## src/hw/wkp_params.svh

```systemverilog
`ifndef WKP_PARAMS_SVH
`define WKP_PARAMS_SVH

// Register byte addresses.
`define WKP_ADDR_CFG 8'h00
`define WKP_ADDR_FLAG 8'h04
`define WKP_ADDR_MASK 8'h08
`define WKP_ADDR_STATE 8'h0c
`define WKP_ADDR_W 8

// Configuration register field positions.
`define WKP_CFG_FILT_LSB 0
`define WKP_CFG_LVL_LSB 2
`define WKP_CFG_HID_LSB 6
`define WKP_CFG_ANALOG_MUX_OUTPUT_LSB 8
`define WKP_CFG_RESET 32'h0000_0000
`define WKP_MASK_RESET 2'h0

// Status register field positions.
`define WKP_ST_FILT_LSB 0
`define WKP_ST_WAKE_LSB 2
`define WKP_ST_HID_LSB 4
`define WKP_ST_LP_BIT 6

// Wake level select codes.
`define WKP_LVL_HIGH 2'h1
`define WKP_LVL_LOW 2'h2

// Pull configuration codes.
`define WKP_PULL_OFF 2'h0
`define WKP_PULL_DOWN 2'h1
`define WKP_PULL_UP 2'h2
`define WKP_PULL_REPEAT 2'h3

// Bus answers.
`define WKP_RESP_OKAY 2'h0
`define WKP_RESP_SLVERR 2'h2

// Filter times and clock period.
`define WKP_CLK_PERIOD_NS 40
`define WKP_FLT_SHORT_NS 15000
`define WKP_FLT_LONG_NS 65000
`define WKP_FLT_SHORT_CYC \
    ((`WKP_FLT_SHORT_NS + `WKP_CLK_PERIOD_NS - 1) / `WKP_CLK_PERIOD_NS)
`define WKP_FLT_LONG_CYC \
    ((`WKP_FLT_LONG_NS + `WKP_CLK_PERIOD_NS - 1) / `WKP_CLK_PERIOD_NS)
`define WKP_CNT_W 11

`endif

```

## src/hw/wkp_pkg.sv

```systemverilog
`include "wkp_params.svh"

package wkp_pkg;

    // Bus request from the master, grouped by channel.
    typedef struct packed {
        logic awvalid;
        logic [`WKP_ADDR_W-1:0] awaddr;
        logic wvalid;
        logic [31:0] wdata;
        logic [3:0] wstrb;
        logic bready;
        logic arvalid;
        logic [`WKP_ADDR_W-1:0] araddr;
        logic rready;
    } wkp_axi_req_s;

    // Bus answer from the slave.
    typedef struct packed {
        logic awready;
        logic wready;
        logic bvalid;
        logic [1:0] bresp;
        logic arready;
        logic rvalid;
        logic [31:0] rdata;
        logic [1:0] rresp;
    } wkp_axi_rsp_s;

    // Whole state of the block.
    typedef struct packed {
        logic [1:0][2:0] sync;
        logic [1:0][`WKP_CNT_W-1:0] cnt;
        logic [1:0] filt;
        logic [1:0] flag;
        logic [1:0] mask;
        logic [31:0] cfg;
        logic [1:0] wake_req;
        logic [1:0] hid_act;
        logic [1:0] pull_up;
        logic [1:0] pull_dn;
        logic [1:0] analog_mux_output_sel;
        logic irq;
        logic aw_have;
        logic w_have;
        logic [`WKP_ADDR_W-1:0] awaddr;
        logic [31:0] wdata;
        logic [3:0] wstrb;
        wkp_axi_rsp_s rsp;
    } wkp_state_s;

endpackage

```

## src/hw/wkp_wake_pins.sv

```systemverilog
// The implementer's own choices: the register offsets and the AXI4-Lite interface to the registers.
`timescale 1ns/100ps
`default_nettype none

`include "wkp_params.svh"

module wkp_wake_pins
    import wkp_pkg::*;
#(
    parameter int FLT_SHORT_CYC = `WKP_FLT_SHORT_CYC,
    parameter int FLT_LONG_CYC = `WKP_FLT_LONG_CYC
) (
    input wire logic CLK_SYS_IN, // System clock, 25 MHz.
    input wire logic RESET_IN, // Synchronous reset, active high.
    input wire wkp_axi_req_s AXI_REQ_IN, // Register bus request.
    output wkp_axi_rsp_s AXI_RSP_OUT, // Register bus answer.
    input wire logic [1:0] WAKE_PIN_IN, // Pin a bit 0, pin b bit 1.
    input wire logic LOW_POWER_IN, // Device is in a low-power mode.
    input wire logic [3:0] WAKE_PULL_CONFIG_IN, // Fused pull codes.
    output logic [1:0] WAKE_REQ_OUT, // Wake-up request per pin.
    output logic [1:0] HW_IDENT_ACTIVE_OUT, // Pin in ident role.
    output logic [1:0] PULLUP_EN_OUT, // Pullup resistor enable.
    output logic [1:0] PULLDN_EN_OUT, // Pulldown resistor enable.
    output logic [1:0] ANALOG_MUX_SEL_OUT, // Pin routed to mux.
    output logic IRQ_OUT // Interrupt, active high level.
);

    // Refuse filter lengths the counters cannot reach.
    if (FLT_SHORT_CYC < 1 || FLT_LONG_CYC < FLT_SHORT_CYC ||
        FLT_LONG_CYC >= (1 << `WKP_CNT_W)) begin : g_chk
        $error("Filter cycle counts out of range.");
    end

    localparam logic [`WKP_CNT_W-1:0] LIM_S = FLT_SHORT_CYC[`WKP_CNT_W-1:0];
    localparam logic [`WKP_CNT_W-1:0] LIM_L = FLT_LONG_CYC[`WKP_CNT_W-1:0];

    wkp_state_s st_reg;
    wkp_state_s st_next;
    logic [1:0] ev;
    logic [1:0] clr;

    // Expand byte strobes into a bit mask.
    function automatic logic [31:0] lane_mask(input logic [3:0] strb);
        logic [31:0] m;
        m = 32'h0000_0000;
        for (int b = 0; b < 4; b++) begin
            m[8*b +: 8] = {8{strb[b]}};
        end
        return m;
    endfunction

    // Pull decode shared by every pin.
    function automatic logic [1:0] pull_of(input logic [1:0] code,
                                           input logic lvl);
        unique case (code)
            `WKP_PULL_OFF: pull_of = 2'h0;
            `WKP_PULL_DOWN: pull_of = 2'h1;
            `WKP_PULL_UP: pull_of = 2'h2;
            `WKP_PULL_REPEAT: pull_of = lvl ? 2'h2 : 2'h1;
        endcase
    endfunction

    // All next-state logic of the block.
    always_comb begin
        logic [`WKP_CNT_W-1:0] lim;
        logic [1:0] lvl;
        logic [1:0] pl;
        logic [31:0] wm;
        logic [31:0] rd;
        lim = LIM_S;
        lvl = 2'h0;
        pl = 2'h0;
        wm = 32'h0000_0000;
        rd = 32'h0000_0000;
        st_next = st_reg;
        ev = 2'h0;
        clr = 2'h0;
        for (int i = 0; i < 2; i++) begin
            // Three-stage sampling; the first stage feeds only the second.
            st_next.sync[i] = {st_reg.sync[i][1:0], WAKE_PIN_IN[i]};
            lim = st_reg.cfg[`WKP_CFG_FILT_LSB + i] ? LIM_L : LIM_S;
            // The filtered level moves only after a stable run.
            if (st_reg.sync[i][1] == st_reg.sync[i][2] &&
                st_reg.sync[i][2] != st_reg.filt[i]) begin
                if (st_reg.cnt[i] >= lim - 11'h001) begin
                    st_next.filt[i] = st_reg.sync[i][2];
                    st_next.cnt[i] = '0;
                end else begin
                    st_next.cnt[i] = st_reg.cnt[i] + 11'h001;
                end
            end else begin
                st_next.cnt[i] = '0;
            end
            ev[i] = st_next.filt[i] ^ st_reg.filt[i];
            // Ident role only in normal mode when enabled.
            st_next.hid_act[i] = st_reg.cfg[`WKP_CFG_HID_LSB + i] &
                                 ~LOW_POWER_IN;
            lvl = st_reg.cfg[`WKP_CFG_LVL_LSB + 2*i +: 2];
            // Level-triggered wake request in low-power modes.
            st_next.wake_req[i] = LOW_POWER_IN &
                ((lvl == `WKP_LVL_HIGH && st_reg.filt[i]) ||
                 (lvl == `WKP_LVL_LOW && !st_reg.filt[i]));
            pl = pull_of(WAKE_PULL_CONFIG_IN[2*i +: 2],
                         st_reg.filt[i]);
            st_next.pull_up[i] = pl[1];
            st_next.pull_dn[i] = pl[0];
            st_next.analog_mux_output_sel[i] = st_reg.cfg[`WKP_CFG_ANALOG_MUX_OUTPUT_LSB + i];
        end

        // Write channel: address and data accepted in either order.
        if (AXI_REQ_IN.awvalid && st_reg.rsp.awready) begin
            st_next.aw_have = 1'b1;
            st_next.awaddr = AXI_REQ_IN.awaddr;
        end
        if (AXI_REQ_IN.wvalid && st_reg.rsp.wready) begin
            st_next.w_have = 1'b1;
            st_next.wdata = AXI_REQ_IN.wdata;
            st_next.wstrb = AXI_REQ_IN.wstrb;
        end
        if (st_reg.rsp.bvalid && AXI_REQ_IN.bready) begin
            st_next.rsp.bvalid = 1'b0;
        end
        if (st_reg.aw_have && st_reg.w_have && !st_reg.rsp.bvalid) begin
            wm = lane_mask(st_reg.wstrb);
            st_next.aw_have = 1'b0;
            st_next.w_have = 1'b0;
            st_next.rsp.bvalid = 1'b1;
            st_next.rsp.bresp = `WKP_RESP_OKAY;
            unique case (st_reg.awaddr)
                `WKP_ADDR_CFG:
                    st_next.cfg = (st_reg.cfg & ~wm) | (st_reg.wdata & wm);
                `WKP_ADDR_FLAG: clr = st_reg.wdata[1:0] & wm[1:0];
                `WKP_ADDR_MASK: begin
                    st_next.mask = (st_reg.mask & ~wm[1:0]) |
                                   (st_reg.wdata[1:0] & wm[1:0]);
                end
                `WKP_ADDR_STATE: ;
                default: st_next.rsp.bresp = `WKP_RESP_SLVERR;
            endcase
        end
        st_next.cfg[31:10] = '0;
        st_next.rsp.awready = !st_next.aw_have && !st_next.rsp.bvalid;
        st_next.rsp.wready = !st_next.w_have && !st_next.rsp.bvalid;

        // Flags: a new event wins over a clear in the same cycle.
        st_next.flag = (st_reg.flag & ~clr) |
                       (ev & ~st_reg.mask & ~st_next.hid_act &
                        {2{~LOW_POWER_IN}});
        st_next.irq = |(st_next.flag & ~st_next.mask);

        // Read channel: one read in flight, answered the next cycle.
        if (st_reg.rsp.rvalid && AXI_REQ_IN.rready) begin
            st_next.rsp.rvalid = 1'b0;
        end
        if (AXI_REQ_IN.arvalid && st_reg.rsp.arready) begin
            st_next.rsp.rvalid = 1'b1;
            st_next.rsp.rresp = `WKP_RESP_OKAY;
            unique case (AXI_REQ_IN.araddr)
                `WKP_ADDR_CFG: rd = st_reg.cfg;
                `WKP_ADDR_FLAG: rd = {30'h0, st_reg.flag};
                `WKP_ADDR_MASK: rd = {30'h0, st_reg.mask};
                `WKP_ADDR_STATE: begin
                    rd[`WKP_ST_FILT_LSB +: 2] = st_reg.filt;
                    rd[`WKP_ST_WAKE_LSB +: 2] = st_reg.wake_req;
                    rd[`WKP_ST_HID_LSB +: 2] = st_reg.hid_act;
                    rd[`WKP_ST_LP_BIT] = LOW_POWER_IN;
                end
                default: st_next.rsp.rresp = `WKP_RESP_SLVERR;
            endcase
            st_next.rsp.rdata = rd;
        end
        st_next.rsp.arready = !st_next.rsp.rvalid;
    end

    // Single register bank; reset clears everything to a known state.
    always_ff @(posedge CLK_SYS_IN) begin
        if (RESET_IN) begin
            st_reg <= '0;
        end else begin
            st_reg <= st_next;
        end
    end

    // Every output is a flip-flop of the state.
    assign AXI_RSP_OUT = st_reg.rsp;
    assign WAKE_REQ_OUT = st_reg.wake_req;
    assign HW_IDENT_ACTIVE_OUT = st_reg.hid_act;
    assign PULLUP_EN_OUT = st_reg.pull_up;
    assign PULLDN_EN_OUT = st_reg.pull_dn;
    assign ANALOG_MUX_SEL_OUT = st_reg.analog_mux_output_sel;
    assign IRQ_OUT = st_reg.irq;
endmodule

`default_nettype wire

```

## config.mk

```make
export PLATFORM = sky130hd
export DESIGN_NAME = wkp_wake_pins
export DESIGN_NICKNAME = d
export VERILOG_FILES = /design/src/hw/wkp_pkg.sv /design/src/hw/wkp_wake_pins.sv
export VERILOG_INCLUDE_DIRS = /design/src /design/src/hw
export SDC_FILE = /design/constraint.sdc
export NUM_CORES = 1
export LEC_CHECK = 0
export BUFFER_PORTS_ARGS = -buffer_cell sky130_fd_sc_hd__buf_2
export CORE_UTILIZATION = 35
export CTS_BUF_LIST = sky130_fd_sc_hd__clkbuf_16
export DETAILED_ROUTE_END_ITERATION = 8
export PLACE_DENSITY = 0.65
export SYNTH_ARGS = -nofsm -noshare
export SYNTH_HDL_FRONTEND = slang
export SYNTH_SLANG_ARGS = --single-unit
```

## constraint.sdc

```tcl
create_clock -name CLK_SYS_IN -period 5.4 [get_ports CLK_SYS_IN]
set_input_delay 1.08 -clock CLK_SYS_IN [delete_from_list [all_inputs] [get_ports CLK_SYS_IN]]
set_output_delay 1.08 -clock CLK_SYS_IN [all_outputs]
set_load 0.005 [all_outputs]
```

==> results of run 1 <==
[cell usage after synthesis, types with 3 or more instances]
master and number:
xor2_1 13, xnor2_1 5, and3_1 11, dfxtp_1 94, nor3_1 9, inv_1 12, or3_1 3, clkbuf_1 13
buf_4 52, nand4_1 5, nor2b_1 9, ha_1 16, nand2b_1 5, nor4_1 8, nor2_1 57, a32o_1 4
nand2_1 61, a21oi_1 40, mux2i_1 12, a22oi_1 7, nand3_1 11
[area by class of cell]
| class | instances | area (sq um) | area share |
|---|---|---|---|
| clock buffers | 9 | 225 | 0.0484 |
| well taps | 143 | 179 | 0.0384 |
| repair buffers | 70 | 353 | 0.0758 |
| multi-input cells | 328 | 1910 | 0.410 |
| flip-flops and latches | 94 | 1880 | 0.404 |
| inverters | 12 | 45.0 | 0.00967 |
| clock inverters | 6 | 62.6 | 0.0134 |
[routing by layer]
metal | vias up | part of all wire | track usage
met5 | - | 0 | 0
li1 | 1614 | - | -
met3 | 13 | 0.047 | 0.0381
met1 | 1480 | 0.47 | 0.173
met2 | 70 | 0.46 | 0.226
met4 | 0 | 0.019 | 0.0667
[path summary, 6_finish.rpt]
check                          start                       to  slack (ns)  depth (start not counted)
max                         register   st_reg[140]$_SDFF_PP0_        3.03                          8
min          st_next[162]$_SDFF_PP0_  st_next[163]$_SDFF_PP0_        0.45                          1
max reg2reg                 register   st_reg[140]$_SDFF_PP0_        3.03                          8
min reg2reg  st_next[162]$_SDFF_PP0_  st_next[163]$_SDFF_PP0_        0.45                          1
[worst reg2reg max path, delay by kind of cell (launching register included)]
family,cells,cell delay (ns)
and+or+nand+nor,3,0.84
AOI/OAI and AO/OA,3,0.52
DFF,1,0.48
adders and majority gates,1,0.31
buffers and inverters,1,0.15
[logic make-up (layout without fill, tap and decap cells)]
logic type | Yosys count | count (layout) | share of synthesized area
multiplexers | 14 | 14 | 0.0393
AO/OA/AOI/OAI | 65 | 65 | 0.0941
adder cells (fa/ha/maj) | 16 | 16 | 0.0476
AND/OR/NAND/NOR | 191 | 191 | 0.213
buffers and inverters | 80 | 97 | 0.120
other | 1 | 24 | 0.000892
flip-flops | 94 | 94 | 0.448
XOR/XNOR | 18 | 18 | 0.0375
[power breakdown]
| part | total [mW] | leakage (nW) | switching, mW | internal (mW) |
|---|---|---|---|---|
| registers | 0.718 | 0.762 | 0.0101 | 0.708 |
| clock network | 0.616 | 0.137 | 0.260 | 0.355 |
| logic | 0.0677 | 1.04 | 0.0405 | 0.0272 |
| total | 1.40 | 1.94 | 0.311 | 1.09 |
[through the flow]
step / cells / setup WS, ns / total power [mW] / hold slack (ns) / area (sq um)
floorplan: 502 / 3.31 / 0.790 / 0.414 / 4290
global placement: 647 / 2.82 / 0.800 / 0.426 / 4370
detailed placement: 647 / 2.80 / 0.803 / 0.427 / 4370
CTS: 662 / 3.03 / 1.42 / 0.453 / 4660
global route: 662 / 2.85 / 1.46 / 0.466 / 4660
finish: 662 / 3.03 / 1.40 / 0.447 / 4660
==> flow_summary.json, run 1 <==
{
  "synth_warnings": 0,
  "fp.coreArea_sq_um": 11600,
  "hold_path.class": "register to register",
  "outcome": "finished, violations left",
  "final_util": 0.403,
  "crit_chain": "inv_1 -> ha_1 -> nand2b_1 -> a31oi_1 -> o31ai_1 -> o211ai_1 -> or3_1 -> nor2_1",
  "die_area_sq_um": 12500,
  "drc_errors": 8,
  "first_iter_violations": 128,
  "die_w_um": 112,
  "violations": "design-rule violations",
  "io_buffers": 69,
  "fill_cells": 1175,
  "period_needed_ns": 2.37,
  "cp_top_family": "simple AND/OR/NAND/NOR gates",
  "clock-sinks": 94,
  "cts.clk_slew.worst_paths_ns": 0.06,
  "gp_congestion": 0.734,
  "htreeDepth": 3,
  "fin_nets": 597,
  "start_util": 0.363,
  "relSlewSlack": 0.249,
  "final_cell_mix": "dfxtp_1, buf_2, nand2_1",
  "insertion_delay_ns": 0.34,
  "rows": 39,
  "p_leak_nw": 1.94,
  "cp.arrival_ns": 2.63,
  "final_common_cell": "dfxtp_1",
  "worst_pin_slew_ns": 1.12,
  "crit_buf_inv": 1,
  "grt_max_degree": 63,
  "drive_gt1_frac": 0.177,
  "final.setup.tns_ns": 0,
  "fin_crit_sh": 0.438,
  "crit_required_ns": 5.67,
  "critPathMaxFanout": 11,
  "synthCells": 479,
  "synth_cell_types": 43,
  "crit_path_start_kind": "register",
  "root_buffer": "clkbuf_16",
  "post-cts-setup-buffers": 0,
  "syn_area_sq_um": 4200,
  "synth_edf_count": 0,
  "ys_seq_area_frac": 0.448,
  "clockBufferDepth": 2,
  "grt_overflow": 0,
  "wl_per_cell_um": 12.4,
  "die_y_um": 112,
  "ys_top_cells_by_area": "dfxtp_1, buf_4, nand2_1",
  "viasPerCell": 4.80,
  "slowest_stage": "or3_1",
  "synth_top_area_share": 0.448,
  "drv_cap": 0,
  "slew_viol_final": 0,
  "grt_usage": 0.140,
  "ys_seq_elements": 94,
  "cp-end-kind": "register",
  "grt_pass1_wl_mm": 13.9,
  "cpPeakStageDelay_ns": 0.59,
  "syn_to_final_growth_pct": 10.8,
  "power_density_nw_per_um2": 301,
  "rsz0062_at_grt": "false",
  "ctsResizeCount": 0,
  "antenna_found_initial": 0,
  "postRouteAntennaNets": 0,
  "io_pins": 118,
  "dp_hpwl_mm": 6.12,
  "n_antenna_cell": 0,
  "cts-hold-fix-buffers": 0,
  "avgSynthCellArea_sq_um": 8.77,
  "fin_skew_ns": 0.00710,
  "tritoncts": "done",
  "fmax_mhz": 423,
  "synthArstFlopShare": 0,
  "path_class": "register to register",
  "max-vdd-ir-drop_uv": 146,
  "num_vias": 3177,
  "yosysTopAreaCell": "dfxtp_1",
  "grt_pass1_vias": 3020,
  "wirelength_mm": 8.20,
  "ys.flop_type": "dfxtp_1",
  "dr.pass1.iters": 6,
  "numCtsBuffers": 9,
  "hold_viol_final": 0,
  "finalSetupViolations": 0
}
Note: power is estimated with default switching activity, not from simulation.
==> run 2, diff against run 1 <==
PLACE_DENSITY = 0.68   (was 0.65)
clock period = 2.11 ns   (was 5.4 ns; I/O delays follow)
==> run 2 against run 1 <==
Net effect:
- the flow still finishes with violations (design-rule violations)
- largest power group unchanged
- die area is the same
- utilization grew 1.1 points
- critical path type unchanged
- total power grew to 2.6 times the previous value
- final cell count grew 2.3%
- clock skew grew 0.0022 ns
- clock power grew to 2.5 times the previous value
- count of clock-buffer cells in the layout is the same
- fmax grew 19%
- register-to-register slack lost 2.9 ns
==> flow_summary.json, run 2 (synthesized netlist as in run 1, its figures left out) <==
{
  "num_vias": 3213,
  "syn_to_final_growth_pct": 13.7,
  "final_cell_mix": "dfxtp_1, buf_2, nand2_1",
  "gp_congestion": 0.793,
  "slowest_stage": "dfxtp_2",
  "drive_gt1_frac": 0.213,
  "root_buffer": "clkbuf_16",
  "crit_path_start_kind": "register",
  "critPathMaxFanout": 4,
  "grt_max_degree": 47,
  "postRouteAntennaNets": 0,
  "fmax_mhz": 504,
  "fin_crit_sh": 0.940,
  "fin_total_pwr_mw": 3.58,
  "cts-hold-fix-buffers": 0,
  "crit_buf_inv": 2,
  "place_area_sq_um": 4470,
  "rsz0062_at_grt": "false",
  "clock-sinks": 94,
  "cp-end-kind": "register",
  "clockBufferDepth": 2,
  "hold_viol_final": 0,
  "grt_usage": 0.142,
  "grt_pass1_wl_mm": 14.3,
  "drv_cap": 0,
  "p_leak_nw": 2.03,
  "fin_skew_ns": 0.00927,
  "cpPeakStageDelay_ns": 0.36,
  "power_density_nw_per_um2": 749,
  "viasPerCell": 4.75,
  "finalSetupViolations": 0,
  "final_common_cell": "dfxtp_1",
  "hold_path.class": "primary input to register",
  "antenna_found_initial": 0,
  "dr.pass1.iters": 9,
  "hold_slack_ns": 0.291,
  "cp.arrival_ns": 2.21,
  "final_util": 0.413,
  "dp_hpwl_mm": 6.35,
  "max-vdd-ir-drop_uv": 478,
  "crit_chain": "inv_1 -> ha_1 -> nand2b_1 -> a31oi_1 -> o31ai_1 -> o211ai_1 -> buf_4 -> a32o_1 -> a22o_1",
  "relSlewSlack": 0.631,
  "period_needed_ns": 1.98,
  "htreeDepth": 3,
  "fin_nets": 611,
  "die_y_um": 112,
  "die_w_um": 112,
  "numCtsBuffers": 9,
  "start_util": 0.363,
  "grt_overflow": 0,
  "final.setup.tns_ns": 0,
  "tritoncts": "done",
  "rows": 39,
  "outcome": "finished, violations left",
  "crit_required_ns": 2.34,
  "wl_per_cell_um": 12.5,
  "drc_errors": 12,
  "violations": "design-rule violations",
  "design_area_sq_um": 4780,
  "slew_viol_final": 0,
  "cts.clk_slew.worst_paths_ns": 0.07,
  "die_area_sq_um": 12500,
  "n_antenna_cell": 0,
  "grt_pass1_vias": 3057,
  "path_class": "register to register",
  "cp_top_family": "compound AO/OA/AOI/OAI gates",
  "io_pins": 118,
  "insertion_delay_ns": 0.34,
  "io_buffers": 69,
  "worst_pin_slew_ns": 0.552,
  "first_iter_violations": 173,
  "wirelength_mm": 8.47,
  "fp.coreArea_sq_um": 11600
}
## run 2: cell count changes in the layout (fill, tap and decap cells not counted), sizes merged
| cell | before | now |
|---|---|---|
| clkinv | 3 | 2 |
| inv | 13 | 17 |
| bufinv | 1 | 0 |
| clkinvlp | 1 | 0 |
| buf | 70 | 84 |
## run 2: final timing paths
check / slack (ns) / depth (start not counted) / end / from
min reg2reg: 0.45 / 1 / st_next[163]$_SDFF_PP0_ / st_next[162]$_SDFF_PP0_
max reg2reg: 0.13 / 9 / IRQ_OUT$_SDFF_PP0_ / register
max: 0.13 / 9 / IRQ_OUT$_SDFF_PP0_ / register
min: 0.29 / 2 / st_next[162]$_SDFF_PP0_ / WAKE_PIN_IN[1]
## run 2: power by group
part,total [mW],switching [mW],internal [mW]
clock,1.56,0.736,0.828
combinational,0.180,0.107,0.0731
sequential,1.84,0.0257,1.81
total,3.58,0.869,2.71
## run 2: area by class of cell
class	count	area (sq um)
multi-input combinational	328	1930
timing repair buffer	84	458
clock inverter	7	62.6
inverter	12	45.0
tap	143	179
fill	1148	6790
clock buffer	9	225
sequential	94	1880
## run 2: metrics by stage
stage,worst slack [ns],instances
final,0.127,677
after global placement,0.0788,661
after global routing,0.00651,677
after detailed placement,-0.0147,661
after floorplan,0.174,502
after CTS,0.0319,677
## run 2: repair_timing
item                       in CTS  in global routing
resized for setup               1                  4
setup buffers                   0                  0
pin swaps                       0                  1
setup endpoints to repair      11                 25
## run 2: per-layer routing
| metal | GRT usage | vias up | wire length (um) |
|---|---|---|---|
| met2 | 0.240 | 82 | 4010 |
| li1 | - | 1650 | - |
| met5 | 0 | - | 0 |
| met4 | 0.0423 | 0 | 113 |
| met3 | 0.0403 | 10 | 412 |
| met1 | 0.177 | 1471 | 3930 |
==> run 3, diff against run 2 <==
CORE_UTILIZATION = 47   (was 35)
PLACE_DENSITY = 0.84   (was 0.68)
==> run 3 against run 2 <==
Net effect:
- the flow now finishes without violations
- count of clock-buffer cells in the layout did not move
- critical path depth did not move
- flip-flop and latch count did not move
- largest cell class unchanged
- design area fell by 0.81%
==> flow_summary.json, run 3 (synthesized netlist as in run 1, its figures left out) <==
{
  "io_buffers": 69,
  "fin_skew_ns": 0.00847,
  "final_cell_mix": "dfxtp_1, buf_2, nand2_1",
  "dr.pass1.iters": 5,
  "tritoncts": "done",
  "dp_hpwl_mm": 6.12,
  "stdcell_count": 640,
  "die_y_um": 96.6,
  "final.setup.tns_ns": 0,
  "dp_slack_ns": -0.0736,
  "ff2ff_path_depth": 9,
  "hp-start": "WAKE_PIN_IN[1]",
  "finalSetupViolations": 0,
  "period_needed_ns": 2.00,
  "htreeDepth": 3,
  "slew_viol_final": 0,
  "drc_errors": 0,
  "worstReg2RegEnd": "IRQ_OUT$_SDFF_PP0_",
  "switchingPower_uw": 814,
  "rrSetupSlack_ns": 0.11,
  "cts.clk_slew.worst_paths_ns": 0.06,
  "num_vias": 3286,
  "io_pins": 118,
  "seqPwrFrac": 0.508,
  "clock_power_share": 0.444,
  "crit_path_start_kind": "register",
  "swShare": 0.225,
  "syn_to_final_growth_pct": 12.8,
  "power_density_nw_per_um2": 764,
  "path_class": "register to register",
  "fin_nets": 609,
  "hold_path.class": "primary input to register",
  "start_util": 0.484,
  "first_iter_violations": 175,
  "wirelength_mm": 8.49,
  "numCtsBuffers": 9,
  "relSlewSlack": 0.556,
  "min_delay_worst_endpoint": "st_next[162]$_SDFF_PP0_",
  "cts-hold-fix-buffers": 0,
  "wl_per_cell_um": 13.3,
  "outcome": "complete, no violations",
  "fin_crit_sh": 0.949,
  "cp.arrival_ns": 2.23,
  "final_common_cell": "dfxtp_1",
  "grt_max_degree": 40,
  "grt_pass1_wl_mm": 13.4,
  "fill_cells": 752,
  "crit_required_ns": 2.33,
  "postRouteAntennaNets": 0,
  "fp.coreArea_sq_um": 8680,
  "internal_power_mw": 2.81,
  "grt_overflow": 0,
  "drv_cap": 0,
  "cp-end-kind": "register",
  "critPathMaxFanout": 4,
  "whs_path_depth": 2,
  "grt_pass1_vias": 2997,
  "grt_usage": 0.187,
  "placed_cells": 623,
  "pwr-share-comb": 0.049,
  "gp_congestion": 0.828,
  "worst_pin_slew_ns": 0.665,
  "rows": 34,
  "clock-sinks": 94,
  "drive_gt1_frac": 0.211,
  "fmax_mhz": 499,
  "insertion_delay_ns": 0.34,
  "antenna_found_initial": 0,
  "die_w_um": 96.6,
  "n_antenna_cell": 0,
  "clockBufferDepth": 2,
  "die_area_sq_um": 9320,
  "hold_viol_final": 0,
  "fin_total_pwr_mw": 3.62,
  "p_leak_nw": 2.03,
  "max-vdd-ir-drop_uv": 522,
  "root_buffer": "clkbuf_16",
  "viasPerCell": 5.13,
  "layout_setup_ws_ns": 0.107
}
[run 3: how the worst max path moves through the flow]
| stage | from | endpoint | cells after the start |
|---|---|---|---|
| floorplan | register | st_reg[139]$_SDFF_PP0_ | 9 |
| global placement | register | st_reg[138]$_SDFF_PP0_ | 8 |
| detailed placement | register | st_reg[136]$_SDFF_PP0_ | 8 |
| CTS | register | IRQ_OUT$_SDFF_PP0_ | 9 |
| global route | register | st_reg[135]$_SDFF_PP0_ | 9 |
| finish | register | IRQ_OUT$_SDFF_PP0_ | 9 |
[run 3: repair_timing]
action,4_1_cts,5_1_grt
pin swaps,0,3
setup buffers,0,1
endpoints found under the setup margin,11,24
resized for setup,1,8
[run 3: per-stage QoR]
stage	hold WS [ns]	cell area, sq um	utilization
after CTS	0.287	4710	0.543
final	0.294	4740	0.546
after global routing	0.302	4740	0.546
after global placement	0.435	4410	0.508
after floorplan	0.414	4290	-
after detailed placement	0.441	4410	0.508
[run 3: metal layers]
| layer | routed length [um] | share of wire | up-vias | global-route usage |
|---|---|---|---|---|
| met4 | 85 | 0.010 | 0 | 0.0502 |
| met2 | 4260 | 0.50 | 102 | 0.324 |
| li1 | - | - | 1637 | - |
| met3 | 433 | 0.051 | 11 | 0.0587 |
| met5 | 0 | 0 | - | 0 |
| met1 | 3710 | 0.44 | 1536 | 0.221 |
[run 3: critical path: stages (launching register included)]
cell	delay [ns]
dfxtp_2	0.36
inv_1	0.09
ha_1	0.29
nand2b_1	0.07
a31oi_1	0.10
o31ai_1	0.20
o211ai_1	0.18
buf_4	0.17
a32o_1	0.22
a22o_1	0.21
[run 3: area by class of cell]
| type | instances | area, sq um | share of cell area |
|---|---|---|---|
| Timing Repair Buffer | 82 | 443 | 0.0934 |
| Clock inverter | 7 | 72.6 | 0.0153 |
| Inverter | 12 | 47.5 | 0.0100 |
| Clock buffer | 9 | 225 | 0.0475 |
| Sequential cell | 94 | 1890 | 0.398 |
| Multi-Input combinational cell | 328 | 1930 | 0.407 |
| Tap cell | 108 | 135 | 0.0285 |
[run 3: power by group through the flow]
stage | Sequential (mW) | Clock, mW | Combinational (mW)
final | 1.84 | 1.61 | 0.177
after detailed placement | 1.88 | 0 | 0.175
after global routing | 1.84 | 1.71 | 0.204
after CTS | 1.84 | 1.64 | 0.176
after floorplan | 1.87 | 0 | 0.150
after global placement | 1.88 | 0 | 0.169
